`src/pkg/lsc_pkg.sv`:
```
// Constants shared by the light sensor control logic: register map,
// field positions, reset values, bus address and timing counts.
// Assumes a 25 MHz system clock and 8-bit registers.
package lsc_pkg;
  // Target address and register offsets.
  localparam logic [6:0] TARGET_ADDR = 7'h39;
  localparam logic [7:0] OFS_FUNCTION_ENABLE = 8'h80;
  localparam logic [7:0] OFS_INTEGRATION_TIME = 8'h81;
  localparam logic [7:0] OFS_WAIT_TIME = 8'h83;
  localparam logic [7:0] OFS_LOW_THRESHOLD_LO = 8'h84;
  localparam logic [7:0] OFS_LOW_THRESHOLD_HI = 8'h85;
  localparam logic [7:0] OFS_HIGH_THRESHOLD_LO = 8'h86;
  localparam logic [7:0] OFS_HIGH_THRESHOLD_HI = 8'h87;
  localparam logic [7:0] OFS_INTERRUPT_PERSISTENCE = 8'h8C;
  localparam logic [7:0] OFS_CONFIG_ZERO = 8'h8D;
  localparam logic [7:0] OFS_CONFIG_ONE = 8'h90;
  localparam logic [7:0] OFS_REVISION_CODE = 8'h91;
  localparam logic [7:0] OFS_PART_CODE = 8'h92;
  localparam logic [7:0] OFS_DEVICE_STATUS = 8'h93;
  localparam logic [7:0] OFS_VISIBLE_RESULT_LO = 8'h94;
  localparam logic [7:0] OFS_VISIBLE_RESULT_HI = 8'h95;
  localparam logic [7:0] OFS_INFRARED_RESULT_LO = 8'h96;
  localparam logic [7:0] OFS_INFRARED_RESULT_HI = 8'h97;
  localparam logic [7:0] OFS_AUXILIARY_CODE = 8'h9E;
  localparam logic [7:0] OFS_CONFIG_TWO = 8'h9F;
  localparam logic [7:0] OFS_CONFIG_THREE = 8'hAB;
  localparam logic [7:0] OFS_AUTOZERO_CONFIG = 8'hD6;
  localparam logic [7:0] OFS_INTERRUPT_ENABLES = 8'hDD;
  // Reset values.
  localparam logic [7:0] RST_ZERO = 8'h00;
  localparam logic [7:0] RST_CONFIG_ZERO = 8'h80;
  localparam logic [7:0] RST_CONFIG_TWO = 8'h04;
  localparam logic [7:0] RST_CONFIG_THREE = 8'h0C;
  localparam logic [7:0] RST_AUTOZERO_CONFIG = 8'h7F;
  // Identity codes; the values are arbitrary.
  localparam logic [7:0] REVISION_VALUE = 8'h01;
  localparam logic [7:0] PART_VALUE = 8'h02;
  localparam logic [7:0] AUXILIARY_VALUE = 8'h03;
  // Enable register bit positions.
  localparam int POWER_ON_BIT = 0;
  localparam int MEASURE_ENABLE_BIT = 1;
  localparam int WAIT_ENABLE_BIT = 3;
  // Status bit positions and the sleep-after-interrupt bit in config one.
  localparam int STATUS_IRQ_BIT = 4;
  localparam int SLEEP_AFTER_IRQ_BIT = 4;
  localparam int GAIN_LSB = 0;
  // Integration timing: one step is 2048 integration clocks, and the
  // integration clock is the oscillator divided by 11.
  localparam int OSC_DIVIDE = 11;
  localparam int STEP_INT_CLOCKS = 2048;
  localparam real OSC_MHZ = 8.107;
  localparam real SYS_MHZ = 25.0;
  localparam real STEP_MS = 2.78;
  localparam int STEP_CYCLES = int'(STEP_MS * SYS_MHZ * 1000.0);
  // System states.
  typedef enum logic [4:0] {
    LSC_SLEEP = 5'b00001,
    LSC_IDLE = 5'b00010,
    LSC_AUTOZERO = 5'b00100,
    LSC_INTEGRATE = 5'b01000,
    LSC_WAIT = 5'b10000
  } lsc_state_t;
  // Serial engine states.
  typedef enum logic [3:0] {
    LSC_BUS_IDLE = 4'b0001,
    LSC_BUS_RX = 4'b0010,
    LSC_BUS_ACK = 4'b0100,
    LSC_BUS_TX = 4'b1000
  } lsc_bus_t;
endpackage

```
`src/rtl/lsc_top.sv`:
```
// Light sensor control: I2C target with retained pointer, register file
// and the Sleep/Idle/integration/Wait state machine.
// Assumes SCL and SDA inputs are already synchronous to sys_clk.
`timescale 1ns/1ps
`default_nettype none
module lsc_top
  import lsc_pkg::*;
#(
  parameter int STEP_LEN = lsc_pkg::STEP_CYCLES
)
(
  input wire logic sys_clk,
  input wire logic rst,
  input wire logic clk_en,
  input wire logic scl_in,
  input wire logic sda_in,
  output logic sda_out,
  output logic sda_oe,
  input wire logic [15:0] visible_sample,
  input wire logic [15:0] infrared_sample,
  input wire logic irq_event,
  output logic [2:0] analog_gain,
  output logic integrating,
  output logic [4:0] system_state
);
  import lsc_pkg::*;

  // ==========================================================
  // Bus edge and condition detection
  // ==========================================================
  logic scl_q;
  logic sda_q;
  logic scl_rise;
  logic scl_fall;
  logic start_cond;
  logic stop_cond;

  // Previous pin levels; inputs are already synchronous.
  always_ff @(posedge sys_clk)
  begin
    if (rst)
    begin
      scl_q <= 1'b1;
      sda_q <= 1'b1;
    end
    else if (clk_en)
    begin
      scl_q <= scl_in;
      sda_q <= sda_in;
    end
  end

  // Conditions are edges of data while the clock stays high.
  assign scl_rise = scl_in & ~scl_q;
  assign scl_fall = ~scl_in & scl_q;
  assign start_cond = scl_in & scl_q & sda_q & ~sda_in;
  assign stop_cond = scl_in & scl_q & ~sda_q & sda_in;

  // ==========================================================
  // Serial engine
  // ==========================================================
  lsc_bus_t bus_state;
  logic [7:0] shifter;
  logic [3:0] bit_cnt;
  logic [1:0] byte_idx;
  logic reading;
  logic selected;
  logic [7:0] pointer;
  logic [7:0] rd_data;
  logic wr_strobe;
  logic [7:0] wr_addr;
  logic [7:0] wr_data;
  logic master_nack;

  // The engine samples on SCL rising and changes SDA on SCL falling, so
  // any clock rate far below sys_clk works the same way.
  always_ff @(posedge sys_clk)
  begin
    if (rst)
    begin
      bus_state <= LSC_BUS_IDLE;
      shifter <= RST_ZERO;
      bit_cnt <= 4'h0;
      byte_idx <= 2'h0;
      reading <= 1'b0;
      selected <= 1'b0;
      pointer <= RST_ZERO;
      sda_out <= 1'b1;
      sda_oe <= 1'b0;
      wr_strobe <= 1'b0;
      wr_addr <= RST_ZERO;
      wr_data <= RST_ZERO;
      master_nack <= 1'b0;
    end
    else if (clk_en)
    begin
      wr_strobe <= 1'b0;
      if (start_cond)
      begin
        bus_state <= LSC_BUS_RX;
        bit_cnt <= 4'h0;
        byte_idx <= 2'h0;
        selected <= 1'b0;
        sda_oe <= 1'b0;
      end
      else if (stop_cond)
      begin
        // The pointer is left as it is for the next transaction.
        bus_state <= LSC_BUS_IDLE;
        sda_oe <= 1'b0;
      end
      else
      begin
        unique case (bus_state)
          LSC_BUS_IDLE:
          begin
            sda_oe <= 1'b0;
          end
          LSC_BUS_RX:
          begin
            if (scl_rise)
            begin
              shifter <= {shifter[6:0], sda_in};
              bit_cnt <= bit_cnt + 4'h1;
            end
            else if (scl_fall && bit_cnt == 4'h8)
            begin
              bit_cnt <= 4'h0;
              bus_state <= LSC_BUS_ACK;
              if (byte_idx == 2'h0)
              begin
                // Only our own address is acknowledged.
                if (shifter[7:1] == TARGET_ADDR)
                begin
                  selected <= 1'b1;
                  reading <= shifter[0];
                  sda_out <= 1'b0;
                  sda_oe <= 1'b1;
                end
                else
                begin
                  bus_state <= LSC_BUS_IDLE;
                end
              end
              else
              begin
                sda_out <= 1'b0;
                sda_oe <= 1'b1;
                if (byte_idx == 2'h1)
                begin
                  pointer <= shifter;
                end
                else
                begin
                  // Every written byte is acknowledged, mapped or not.
                  wr_strobe <= 1'b1;
                  wr_addr <= pointer;
                  wr_data <= shifter;
                  pointer <= pointer + 8'h01;
                end
              end
              if (byte_idx != 2'h2)
              begin
                byte_idx <= byte_idx + 2'h1;
              end
            end
          end
          LSC_BUS_ACK:
          begin
            if (scl_fall)
            begin
              if (reading && selected)
              begin
                // Reads start at the retained pointer.
                sda_out <= rd_data[7];
                sda_oe <= ~rd_data[7];
                shifter <= rd_data;
                pointer <= pointer + 8'h01;
                bus_state <= LSC_BUS_TX;
              end
              else
              begin
                sda_oe <= 1'b0;
                bus_state <= LSC_BUS_RX;
              end
            end
          end
          LSC_BUS_TX:
          begin
            if (scl_rise && bit_cnt == 4'h8)
            begin
              master_nack <= sda_in;
            end
            if (scl_rise)
            begin
              bit_cnt <= bit_cnt + 4'h1;
            end
            else if (scl_fall)
            begin
              if (bit_cnt == 4'h8)
              begin
                sda_oe <= 1'b0;
              end
              else if (bit_cnt == 4'h9)
              begin
                bit_cnt <= 4'h0;
                if (master_nack)
                begin
                  // Not-acknowledge ends the read; wait for STOP.
                  bus_state <= LSC_BUS_IDLE;
                end
                else
                begin
                  sda_out <= rd_data[7];
                  sda_oe <= ~rd_data[7];
                  shifter <= rd_data;
                  pointer <= pointer + 8'h01;
                end
              end
              else
              begin
                // Open drain: only a low is driven.
                sda_out <= shifter[6];
                sda_oe <= ~shifter[6];
                shifter <= {shifter[6:0], 1'b0};
              end
            end
          end
        endcase
      end
    end
  end

  // ==========================================================
  // Register file
  // ==========================================================
  logic [7:0] function_enable;
  logic [7:0] integration_time;
  logic [7:0] wait_time;
  logic [7:0] low_threshold_lo;
  logic [7:0] low_threshold_hi;
  logic [7:0] high_threshold_lo;
  logic [7:0] high_threshold_hi;
  logic [7:0] interrupt_persistence;
  logic [7:0] config_zero;
  logic [7:0] config_one;
  logic [7:0] config_two;
  logic [7:0] config_three;
  logic [7:0] autozero_config;
  logic [7:0] interrupt_enables;
  logic [7:0] device_status;
  logic [15:0] visible_result;
  logic [15:0] infrared_result;
  logic autozero_done_flag;
  logic status_wr;

  // Writable registers; a status write clears the interrupt flag, anything else is dropped silently.
  always_ff @(posedge sys_clk)
  begin
    if (rst)
    begin
      function_enable <= RST_ZERO;
      integration_time <= RST_ZERO;
      wait_time <= RST_ZERO;
      low_threshold_lo <= RST_ZERO;
      low_threshold_hi <= RST_ZERO;
      high_threshold_lo <= RST_ZERO;
      high_threshold_hi <= RST_ZERO;
      interrupt_persistence <= RST_ZERO;
      config_zero <= RST_CONFIG_ZERO;
      config_one <= RST_ZERO;
      config_two <= RST_CONFIG_TWO;
      config_three <= RST_CONFIG_THREE;
      autozero_config <= RST_AUTOZERO_CONFIG;
      interrupt_enables <= RST_ZERO;
    end
    else if (clk_en && wr_strobe)
    begin
      unique case (wr_addr)
        OFS_FUNCTION_ENABLE: function_enable <= wr_data;
        OFS_INTEGRATION_TIME: integration_time <= wr_data;
        OFS_WAIT_TIME: wait_time <= wr_data;
        OFS_LOW_THRESHOLD_LO: low_threshold_lo <= wr_data;
        OFS_LOW_THRESHOLD_HI: low_threshold_hi <= wr_data;
        OFS_HIGH_THRESHOLD_LO: high_threshold_lo <= wr_data;
        OFS_HIGH_THRESHOLD_HI: high_threshold_hi <= wr_data;
        OFS_INTERRUPT_PERSISTENCE: interrupt_persistence <= wr_data;
        OFS_CONFIG_ZERO: config_zero <= wr_data;
        OFS_CONFIG_ONE: config_one <= wr_data;
        OFS_CONFIG_TWO: config_two <= wr_data;
        OFS_CONFIG_THREE: config_three <= wr_data;
        OFS_AUTOZERO_CONFIG: autozero_config <= wr_data;
        OFS_INTERRUPT_ENABLES: interrupt_enables <= wr_data;
        default: ;
      endcase
    end
  end

  // Read mux for the byte at the pointer.
  always_comb
  begin
    unique case (pointer)
      OFS_FUNCTION_ENABLE: rd_data = function_enable;
      OFS_INTEGRATION_TIME: rd_data = integration_time;
      OFS_WAIT_TIME: rd_data = wait_time;
      OFS_LOW_THRESHOLD_LO: rd_data = low_threshold_lo;
      OFS_LOW_THRESHOLD_HI: rd_data = low_threshold_hi;
      OFS_HIGH_THRESHOLD_LO: rd_data = high_threshold_lo;
      OFS_HIGH_THRESHOLD_HI: rd_data = high_threshold_hi;
      OFS_INTERRUPT_PERSISTENCE: rd_data = interrupt_persistence;
      OFS_CONFIG_ZERO: rd_data = config_zero;
      OFS_CONFIG_ONE: rd_data = config_one;
      OFS_REVISION_CODE: rd_data = REVISION_VALUE;
      OFS_PART_CODE: rd_data = PART_VALUE;
      OFS_DEVICE_STATUS: rd_data = device_status;
      OFS_VISIBLE_RESULT_LO: rd_data = visible_result[7:0];
      OFS_VISIBLE_RESULT_HI: rd_data = visible_result[15:8];
      OFS_INFRARED_RESULT_LO: rd_data = infrared_result[7:0];
      OFS_INFRARED_RESULT_HI: rd_data = infrared_result[15:8];
      OFS_AUXILIARY_CODE: rd_data = AUXILIARY_VALUE;
      OFS_CONFIG_TWO: rd_data = config_two;
      OFS_CONFIG_THREE: rd_data = config_three;
      OFS_AUTOZERO_CONFIG: rd_data = autozero_config;
      OFS_INTERRUPT_ENABLES: rd_data = interrupt_enables;
      default: rd_data = RST_ZERO;
    endcase
  end

  // Gain code drives the front end; codes span 1x to 128x.
  assign analog_gain = config_one[GAIN_LSB +: 3];
  assign status_wr = wr_strobe && wr_addr == OFS_DEVICE_STATUS;

  // ==========================================================
  // System state machine
  // ==========================================================
  lsc_state_t state;
  logic [8:0] step_left;
  logic [31:0] tick_cnt;
  logic step_tick;
  logic power_on;
  logic measure_on;
  logic irq_flag;

  assign power_on = function_enable[POWER_ON_BIT];
  assign measure_on = function_enable[MEASURE_ENABLE_BIT];
  assign irq_flag = device_status[STATUS_IRQ_BIT];
  // One step is one STEP_LEN count of sys_clk.
  assign step_tick = tick_cnt == STEP_LEN - 1;

  // Step timer runs only while integrating or waiting.
  always_ff @(posedge sys_clk)
  begin
    if (rst)
    begin
      tick_cnt <= 32'h0;
    end
    else if (clk_en)
    begin
      if (step_tick || !(state == LSC_INTEGRATE || state == LSC_WAIT))
      begin
        tick_cnt <= 32'h0;
      end
      else
      begin
        tick_cnt <= tick_cnt + 32'h1;
      end
    end
  end

  // Sequencing of Sleep, Idle, autozero, integration and Wait.
  always_ff @(posedge sys_clk)
  begin
    if (rst)
    begin
      state <= LSC_SLEEP;
      step_left <= 9'h0;
      visible_result <= 16'h0000;
      infrared_result <= 16'h0000;
    end
    else if (clk_en)
    begin
      unique case (state)
        LSC_SLEEP:
        begin
          if (power_on && !(config_one[SLEEP_AFTER_IRQ_BIT] && irq_flag))
          begin
            state <= LSC_IDLE;
          end
        end
        LSC_IDLE:
        begin
          if (!power_on)
          begin
            state <= LSC_SLEEP;
          end
          else if (measure_on)
          begin
            state <= LSC_AUTOZERO;
          end
        end
        LSC_AUTOZERO:
        begin
          if (!power_on || !measure_on)
          begin
            state <= LSC_IDLE;
          end
          else if (autozero_done_flag)
          begin
            state <= LSC_INTEGRATE;
            step_left <= {1'b0, integration_time} + 9'h1;
          end
        end
        LSC_INTEGRATE:
        begin
          if (!power_on || !measure_on)
          begin
            state <= LSC_IDLE;
          end
          else if (step_tick && step_left == 9'h1)
          begin
            // Both channels latch together.
            visible_result <= visible_sample;
            infrared_result <= infrared_sample;
            state <= LSC_WAIT;
            step_left <= {1'b0, wait_time} + 9'h1;
          end
          else if (step_tick)
          begin
            step_left <= step_left - 9'h1;
          end
        end
        LSC_WAIT:
        begin
          if (!power_on || !measure_on)
          begin
            state <= LSC_IDLE;
          end
          else if (config_one[SLEEP_AFTER_IRQ_BIT] && irq_flag)
          begin
            state <= LSC_SLEEP;
          end
          else if (!function_enable[WAIT_ENABLE_BIT] ||
                   (step_tick && step_left == 9'h1))
          begin
            state <= LSC_AUTOZERO;
          end
          else if (step_tick)
          begin
            step_left <= step_left - 9'h1;
          end
        end
      endcase
    end
  end

  // Autozero-done is set by the calibration pass and cleared by any
  // nonzero write to the autozero register, in every state.
  always_ff @(posedge sys_clk)
  begin
    if (rst)
    begin
      autozero_done_flag <= 1'b0;
    end
    else if (clk_en)
    begin
      if (wr_strobe && wr_addr == OFS_AUTOZERO_CONFIG && wr_data != RST_ZERO)
      begin
        autozero_done_flag <= 1'b0;
      end
      else if (state == LSC_AUTOZERO)
      begin
        autozero_done_flag <= 1'b1;
      end
    end
  end

  // Interrupt flag: set at the end of integration when irq_event is high,
  // cleared by any status write; a set in the same cycle wins.
  always_ff @(posedge sys_clk)
  begin
    if (rst)
    begin
      device_status <= RST_ZERO;
    end
    else if (clk_en)
    begin
      if (state == LSC_INTEGRATE && step_tick && step_left == 9'h1 &&
          irq_event)
      begin
        device_status[STATUS_IRQ_BIT] <= 1'b1;
      end
      else if (status_wr)
      begin
        device_status[STATUS_IRQ_BIT] <= 1'b0;
      end
    end
  end

  assign integrating = state == LSC_INTEGRATE;
  assign system_state = state;
endmodule // lsc_top
`default_nettype wire

```
`config.mk`:
```
export PLATFORM = sky130hd
export DESIGN_NAME = lsc_top
export DESIGN_NICKNAME = d
export VERILOG_FILES = /design/src/pkg/lsc_pkg.sv /design/src/rtl/lsc_top.sv
export SDC_FILE = /design/constraint.sdc
export NUM_CORES = 1
export LEC_CHECK = 0
export ABC_AREA = 0
export BUFFER_PORTS_ARGS = -buffer_cell sky130_fd_sc_hd__buf_2
export CAP_MARGIN = 40
export CORE_ASPECT_RATIO = 1.1
export CORE_UTILIZATION = 50
export DETAILED_ROUTE_END_ITERATION = 12
export PLACE_DENSITY = 0.79
export SLEW_MARGIN = 20
export SYNTH_ARGS = -nofsm -noshare
export SYNTH_HDL_FRONTEND = slang
export SYNTH_SLANG_ARGS = --single-unit
```
`constraint.sdc`:
```
create_clock -name sys_clk -period 4.2 [get_ports sys_clk]
set_clock_uncertainty 0.1 [all_clocks]
set_input_delay 0.42 -clock sys_clk [delete_from_list [all_inputs] [get_ports sys_clk]]
set_output_delay 0.42 -clock sys_clk [all_outputs]
set_load 0.01 [all_outputs]
```
**After elaboration in Yosys (flattened, before gate mapping)**

Index checks and enable logic that the tools add are counted.

- Add/sub/neg operators: 7
- Eq/ne operators: 93
- Multiplexer cells: 115
- Bitwise operators: 19
- Reductions and logical operators: 65

Operators with widths:

| cell | number |
|---|---|
| == test 8 bit (second input constant) | 37 |
| one-hot mux 8 bit (22 select lines) | 1 |
| 2-to-1 mux 8 bit | 19 |
| 2-to-1 mux 4 bit | 19 |
| 2-to-1 mux 9 bit | 8 |
| 2-to-1 mux 5 bit | 10 |
| inequality test 4 bit (second input constant) | 12 |
| one-hot mux 8 bit (3 select lines) | 2 |
| 2-to-1 mux 1 bit | 41 |
| inequality test 2 bit (second input constant) | 20 |
| adder 32 x 1 -> 32 bit (second input constant) | 1 |
| == test 32 x 17 -> 1 bit (second input constant) | 1 |
| 2-to-1 mux 32 bit | 1 |
| AND reduction 2 bit | 16 |
| AND reduction 8 bit | 4 |
| one-hot mux 9 bit (3 select lines) | 1 |
| one-hot mux 5 bit (5 select lines) | 1 |
| adder 8 x 1 -> 9 bit (second input constant) | 2 |
| AND reduction 14 bit | 1 |
| AND reduction 7 bit | 2 |
| nonzero test 2 bit | 7 |
| logical AND 1 bit | 13 |
| AND reduction 13 bit | 1 |
| == test 4 bit (second input constant) | 3 |
| other kinds (40) | 76 |

- Bits in registers: 242
- Bits of input ports: 38
- Output and inout port bits: 11
- Word-level logic and storage cells: 335

**Longest topological paths before layout**

Gate-level depths: netlist of the first run.

- Word-level depth: 11
- Gate-level depth with buffers: 10
- Gate-level depth less buffers: 8

**Worst setup path after synthesis of the first run**

No wires, ideal clock.

- Path type: input -> register
- From: input port scl_in
- To: register wr_addr[0]
- Setup time: 128 ps
- Arrival time: 2153 ps
- Data required time: 3972 ps
- Setup slack: 1819 ps
- Stages: 9
- Buffers on the path: 3
- Cell sequence: ha_1 -> clkbuf_1 -> nand2b_2 -> buf_6 -> or4_4 -> nor2_8 -> buf_12 -> mux2i_1 -> nor2_1

- Longest elaborated chain between the ends: 5
- Elaborated cells on any way between the ends: 13
- Those cells by class: bitwise: 11; reduce/logical: 2

RTL lines:

| element | RTL line | source |
|---|---|---|
| start, declared | lsc_top.sv:15 | `input wire logic scl_in,` |
| AND 1 bit | lsc_top.sv:56, lsc_top.sv:57 |  |
| AND 1 bit (on tied branches) (2 in series) | lsc_top.sv:57, lsc_top.sv:56 |  |
| inverter 1 bit (no line) | - |  |
| AND reduction 8 bit (no line) (*) | - |  |
| end signal, assigned | lsc_top.sv:157 | `wr_addr <= pointer;` |
| end, declared | lsc_top.sv:71 | `logic [7:0] wr_addr;` |

Mark *: on every way between the ends. The rest lies on a longest branch, timed or not.
A chain may end at the register's enable or synchronous reset.

**Final worst setup path of the first run**

- From: register pointer[1]
- To: register shifter[2]

- Longest elaborated chain between the ends: 8
- Elaborated cells on any way between the ends: 31
- Those cells by class: eq/ne: 22; mux: 9

RTL lines:

| element | RTL line | source |
|---|---|---|
| start, declared | lsc_top.sv:68 | `logic [7:0] pointer;` |
| start signal, assigned | lsc_top.sv:151 | `pointer <= shifter;` |
| start signal, assigned | lsc_top.sv:159 | `pointer <= pointer + 8'h01;` |
| start signal, assigned | lsc_top.sv:178 | `pointer <= pointer + 8'h01;` |
| == test 8 bit | lsc_top.sv:302 | `unique case (pointer)` |
| one-hot mux 8 bit (22 select lines) (*) | lsc_top.sv:302 |  |
| 2-to-1 mux 8 bit | lsc_top.sv:207 | `if (master_nack)` |
| 2-to-1 mux 8 bit | lsc_top.sv:204 | `else if (bit_cnt == 4'h9)` |
| 2-to-1 mux 8 bit | lsc_top.sv:200 | `if (bit_cnt == 4'h8)` |
| 2-to-1 mux 8 bit | lsc_top.sv:198 | `else if (scl_fall)` |
| 2-to-1 mux 8 bit | lsc_top.sv:194 | `if (scl_rise)` |
| one-hot mux 8 bit (3 select lines) (*) | lsc_top.sv:114 | `unique case (bus_state)` |
| end signal, assigned | lsc_top.sv:123 | `shifter <= {shifter[6:0], sda_in};` |
| end signal, assigned | lsc_top.sv:216 | `shifter <= rd_data;` |
| end signal, assigned | lsc_top.sv:225 | `shifter <= {shifter[6:0], 1'b0};` |
| end, declared | lsc_top.sv:63 | `logic [7:0] shifter;` |

Mark *: on every way between the ends. The rest lies on a longest branch, timed or not. The select of a mux whose other input is x is not followed.

==> summary.txt, run 1 <==
STA
  – Fin. Hold Viols: 0
  – Final setup vio count: 0
  – Fin Setup TNS: 0 ns
  – RSZ-0062 raised after global routing: no
  – Tmin final: 3.076 ns
  – Fin. max-slew vios: 0
  – F_max: 0.3251 GHz
  – Max_slew headroom: 41.21%
  – Worst-Margin Slew: 0.8807 ns
  – Ratio of final minimum period to clock period: 73.23%

Synthesis
  – EDFF count, synth: 0
  – Yosys cell types: 92
  – Post-synthesis cell count: 1,480
  – Seq cells post-synth: 242
  – Ys flop type: dfxtp_1
  – Ys async rst share: 0%
  – Net Count, Synth: 1,536
  – Seq/Total Area, Yosys: 38.92%
  – Mapped cell area: 12,450 sq um
  – Syn avg cell area: 8.411 sq um
  – Number of synthesis warnings: 0

Pwr
  – Pleak: 5.007 nW
  – Power Dens Cells: 366.1 nW/um^2
  – Peak supply drop: 310.7 uV
  – Power consumption: 5.170 mW

Setup path
  – End point of the critical path: shifter[2]
  – FF-to-FF End: shifter[2]
  – Max incr delay on CP: 0.72 ns
  – CP arrival: 3.46 ns
  – Critical Path RT: 4.58 ns
  – Critical path's slowest cell: ha_1
  – Crit path max fanout: 19
  – CP startpoint: pointer[1]
  – FF-to-FF Start: pointer[1]
  – Worst Setup Start Kind: register
  – Cell Chain, Critical Path: ha_1 > nand2b_1 > nor4_2 > buf_2 > a2111oi_0 > a2111o_1 > o22ai_1
  – Reg2reg path depth: 7
  – Worst setup EP type: register
  – Setup slack, reg-to-reg: 1.12 ns
  – Critical path class: register to register

Status
  – Status: complete, no violations

Floorplan
  – I/O pin count: 49
  – Die X: 152.4 um
  – Row cnt: 60
  – Die area: 25,530 sq um
  – Core area: 24,470 sq um
  – DIE HEIGHT: 167.5 um
  – Initial Utilization: 50.86%

Clock tree
  – Clk_lat worst skew: 0.57 ns
  – Post-CTS setup buffers: 0
  – Worst-case clock buffer depth: 3
  – Sink Count: 242
  – H-Tree Depth: 1
  – CTS tree: built
  – Root buffer cell: clkbuf_16
  – Worst-path clk slew: 0.07 ns
  – Num CTS Buffers: 27

Layout
  – Final net count: 1,558
  – # fillers: 2,184
  – Diodes inserted: 0
  – Layout cells sized above 1: 10.71%
  – Commonest non-fill, non-tap cell in the layout: dfxtp_1
  – Commonest cells after routing, fill and taps aside: dfxtp_1 (242), nand2_1 (182), nor2_1 (172), mux2i_1 (122), a21oi_1 (103)
  – Multi-input logic area: 7032 sq um
  – Layout overhead on the synthesized area: 13.45%
  – Seq. cell area: 4845 sq um

Detailed routing
  – Aggregate routed wire length: 38,030 um
  – Vias: 11.57k
  – Pre-antenna DRT Iters: 8
  – Initial DRC count: 1,241
  – Final antenna-violating net count: 0
  – # DRC: 0
  – DR WL/cell: 20.76 um
  – Via density: 6.314

GRT
  – First-pass GRT wire length: 60,150 um
  – Initial antenna violation count: 0
  – Vias in the first global route: 11.01k
  – GR Util All Layers: 29.37%
  – Largest net degree at the start of global routing: 77
  – Total gr overflow: 0

Place
  – I/O Buffers: 48
  – Gpl congestion: 1.015
  – Post-DP HPWL: 26,390 um

Min path
  – Worst Hold Class: input port to register
  – Hold_sp: infrared_sample[3]

Job
  – Max_cap viols: 0
worst min-delay path by stage:
stage	to	slack, ns	depth (start not counted)
after floorplan	infrared_result[7]	0.33	2
after global placement	visible_result[2]	0.34	2
after detailed placement	visible_result[2]	0.35	2
after CTS	visible_result[6]	0.002	3
after global routing	infrared_result[3]	0.006	3
final	infrared_result[3]	0.007	3
cells in the mapped netlist, types with 21 or more instances:
cell type / number / area, sq um
a21oi_1: 103 / 515.5
nand3_1: 64 / 320.3
mux2i_1: 122 / 1221
nand4_1: 24 / 150.1
nand2_1: 182 / 683.2
nor3_1: 27 / 135.1
inv_1: 26 / 97.59
dfxtp_1: 242 / 4845
and3_1: 22 / 137.6
a22oi_1: 28 / 210.2
o21ai_0: 33 / 165.2
nor2_1: 172 / 645.6
clkbuf_1: 76 / 285.3
xor2_1: 25 / 219.0
xnor2_1: 21 / 183.9
cells by family after synthesis:
family                   Yosys count  share of synthesized area, %
adder cells (fa/ha/maj)           18                         1.809
flip-flops                       242                         38.92
XOR/XNOR                          46                         3.237
buffers and inverters            134                         4.644
AO/OA/AOI/OAI                    291                         15.69
multiplexers                     128                         10.35
AND/OR/NAND/NOR                  621                         25.35
routing by layer:
layer | track usage, % | share of wire, % | vias up | wire [um]
li1 | - | - | 5378 | -
met1 | 36.73 | 41 | 5484 | 15680
met2 | 49.07 | 46 | 561 | 17570
met3 | 4.322 | 7.2 | 145 | 2742
met4 | 15.59 | 5.3 | 0 | 2033
met5 | 0 | 0 | - | 0
worst max-delay path: cells and delay by family (launching register included):
family	cells	cell delay [ns]
adder cells (fa/ha/maj)	1	0.72
AO/OA/AOI/OAI	3	0.83
flip-flops	1	0.41
AND/OR/NAND/NOR	2	0.66
buffers and inverters	1	0.28
repair_timing:
item,4_1_cts,5_1_grt
resized for setup,0,0
hold endpoints to repair,19,0
hold buffers,19,0
area by class of cell:
type / instances / share of cell area [%]
tap: 310 / 2.747
multi-input combinational: 1104 / 49.79
clock inverter: 16 / 1.887
inverter: 28 / 0.7442
timing repair buffer: 99 / 5.298
clock buffer: 33 / 5.227
sequential: 242 / 34.30
power breakdown:
part           switching (mW)  internal (mW)  leakage, nW
sequential             0.0174           2.31         1.95
clock                    1.02           1.63        0.492
combinational           0.119         0.0729         2.57
through the flow:
step,utilization [%],std cells,hold slack [ns],area (sq um),worst slack (ns)
floorplan,-,1480,0.3274,12450,1.819
global placement,52.13,1751,0.3412,12760,1.175
detailed placement,52.50,1758,0.3459,12850,1.049
CTS,57.38,1826,0.001633,14040,1.053
global route,57.70,1832,0.005571,14120,1.012
finish,57.70,1832,0.006633,14120,1.124
registers in the layout, summed over array words and instances (netlist names), 9 cells and up:
signal,flops
visible_result,16
tick_cnt,32
infrared_result,16
step_left,9
(Power assumes the default switching activity.)
==> run 2, diff against run 1 <==
Settings changed: ABC_AREA 0 to 1.
Clock period 4.2 ns to 2.9 ns, I/O delays scaled along.
==> summary.txt, run 2 <==
Synthesis
  – Seq/Total Area, Yosys: 39.53%
  – Yosys cell types: 48
  – Number of synthesis warnings: 0
  – Net Count, Synth: 1,815
  – Post-synthesis cell count: 1,759
  – Ys flop type: dfxtp_1
  – Most frequent cells after synthesis: nand2_1 (283), dfxtp_1 (242), nor2_1 (230), o21ai_0 (210), inv_1 (169)
  – Top cell type's share of synthesized area: 39.53%
  – Syn avg cell area: 6.967 sq um
  – Most common cell in the synthesized netlist: nand2_1
  – Ys async rst share: 0%
  – Area leader, netlist: dfxtp_1
  – EDFF count, synth: 0
  – Largest cells by area after synthesis: dfxtp_1 (40%), nand2_1 (8.7%), o21ai_0 (8.6%), nor2_1 (7.0%), a21oi_1 (6.5%)
  – Mapped cell area: 12,250 sq um
  – Seq cells post-synth: 242

Min path
  – Hold-critical path depth: 3
  – Worst Hold Class: input port to register

Layout
  – Max reg flops: 32
  – Final Instance Area: 13,910 sq um
  – Diodes inserted: 0
  – # fillers: 2,227
  – Util after Layout: 58.33%
  – Layout overhead on the synthesized area: 13.50%
  – Commonest cells after routing, fill and taps aside: nand2_1 (283), dfxtp_1 (242), nor2_1 (230), o21ai_0 (210), inv_1 (168)
  – Largest Register: tick_cnt
  – Final net count: 1,878
  – Commonest non-fill, non-tap cell in the layout: nand2_1
  – Finished Layout Cells: 2,144
  – Biggest regs: tick_cnt (32), infrared_result (16), visible_result (16)
  – Layout cells sized above 1: 9.734%

Setup path
  – Number of buffers and inverters on the critical path: 3
  – CP most frequent cell: nand2_1
  – CP arrival: 2.77 ns
  – Setup slack, reg-to-reg: 0.45 ns
  – Reg2reg path depth: 14
  – Crit path max fanout: 17
  – Max incr delay on CP: 0.38 ns
  – Crit path max-delay family: simple AND/OR/NAND/NOR gates
  – Critical path class: register to register
  – Worst Setup Start Kind: register
  – Worst path depth: 14
  – Cell Chain, Critical Path: inv_1 > nand2_2 > nor2_4 > nand2_1 > inv_1 > nand2_1 > nand2_1 > inv_1 > nand2_1 > nor2_1 > a21oi_1 > nand2_1 > nand2_1 > a21oi_1
  – Critical path's slowest cell: nor2_4
  – Worst setup EP type: register
  – Critical Path RT: 3.22 ns

Pwr
  – Pleak: 5.715 nW
  – Power consumption: 7.038 mW
  – Power Dens Cells: 506.0 nW/um^2
  – Peak supply drop: 446.5 uV

Detailed routing
  – Vias: 12.55k
  – Wire length on met2: 17,080 um
  – Aggregate routed wire length: 37,600 um
  – DR WL/cell: 17.54 um
  – Initial DRC count: 1,479
  – Met1 WL: 15,230 um
  – # DRC: 0
  – Pre-antenna DRT Iters: 6
  – Final antenna-violating net count: 0
  – Highest routed metal layer: met4
  – Via density: 5.853
  – WL met3: 3375 um

Clock tree
  – Worst-path clk slew: 0.06 ns
  – Sink Count: 242
  – H-Tree Depth: 1
  – Clk_lat worst skew: 0.55 ns
  – Num CTS Buffers: 25
  – Worst-case clock buffer depth: 3
  – Root buffer cell: clkbuf_16
  – CTS tree: built
  – Post-CTS setup buffers: 0

STA
  – Fin Setup TNS: 0 ns
  – Tmin final: 2.450 ns
  – Fin. Hold Viols: 0
  – Final setup vio count: 0
  – Ratio of final minimum period to clock period: 84.49%
  – RSZ-0062 raised after global routing: no
  – F_max: 0.4081 GHz
  – Min Hold Slack: 0.1031 ns
  – Worst-Margin Slew: 0.7684 ns
  – Fin. max-slew vios: 0
  – Max_slew headroom: 48.49%
  – Final worst slack: 0.4498 ns

Floorplan
  – Die X: 151.3 um
  – Row cnt: 59
  – DIE HEIGHT: 166.2 um
  – Core area: 23,840 sq um
  – Die area: 25,140 sq um
  – I/O pin count: 49
  – Initial Utilization: 51.39%

GRT
  – Initial antenna violation count: 0
  – First-pass GRT wire length: 60,300 um
  – Vias in the first global route: 11.80k
  – GR Util All Layers: 29.90%
  – Total gr overflow: 0
  – Largest net degree at the start of global routing: 76

Place
  – Gpl congestion: 1.098
  – Post-placement cell area: 12,730 sq um
  – Placed Instances: 2,064
  – I/O Buffers: 48
  – Pre-CTS WS: 0.5647 ns
  – Post-DP HPWL: 26,570 um

Status
  – Status: complete, no violations

Job
  – Max_cap viols: 0
-- run 2: worst min-delay path: stages --
cell	delay, ns
buf_2	0.11
inv_4	0.16
o211ai_1	0.15
-- run 2: logic make-up (layout without fill, tap and decap cells) --
| group | after synthesis | count (layout) | share of synthesized area, % |
|---|---|---|---|
| AO/OA/AOI/OAI | 446 | 446 | 19.81 |
| XOR/XNOR | 24 | 24 | 1.715 |
| adder cells (fa/ha/maj) | 18 | 18 | 1.838 |
| buffers and inverters | 254 | 334 | 8.526 |
| flip-flops | 242 | 242 | 39.53 |
| AND/OR/NAND/NOR | 775 | 775 | 28.58 |
-- run 2: repair_timing --
item / 4_1_cts / 5_1_grt
gates resized for setup: 0 / 0
endpoints found under the hold margin: 35 / 0
hold buffers: 36 / 0
-- run 2: per-layer routing --
metal | up-vias | global-route usage [%]
met4 | 0 | 14.87
li1 | 6023 | -
met5 | - | 0
met2 | 655 | 47.31
met3 | 138 | 5.220
met1 | 5733 | 38.77
-- run 2: final timing paths --
path | to | from
setup / recovery | sda_oe | pointer[6]
hold / removal | sda_q | rst
setup reg to reg | sda_oe | pointer[6]
hold reg to reg | tick_cnt[12] | tick_cnt[12]
-- run 2: cell type report --
class	count	area (sq um)	share of cell area, %
multi-input cells	1263	6365	45.76
flip-flops and latches	242	4845	34.83
repair buffers	109	813.3	5.847
clock buffers	33	695.7	5.002
inverters	181	684.4	4.921
well taps	305	381.6	2.744
clock inverters	11	123.9	0.8906
-- run 2: power breakdown --
| group | switching (mW) | leakage (nW) | internal, mW | total [mW] |
|---|---|---|---|---|
| Sequential | 0.0317 | 1.95 | 3.35 | 3.39 |
| Clock | 1.38 | 0.395 | 1.87 | 3.25 |
| Combinational | 0.245 | 3.37 | 0.157 | 0.402 |
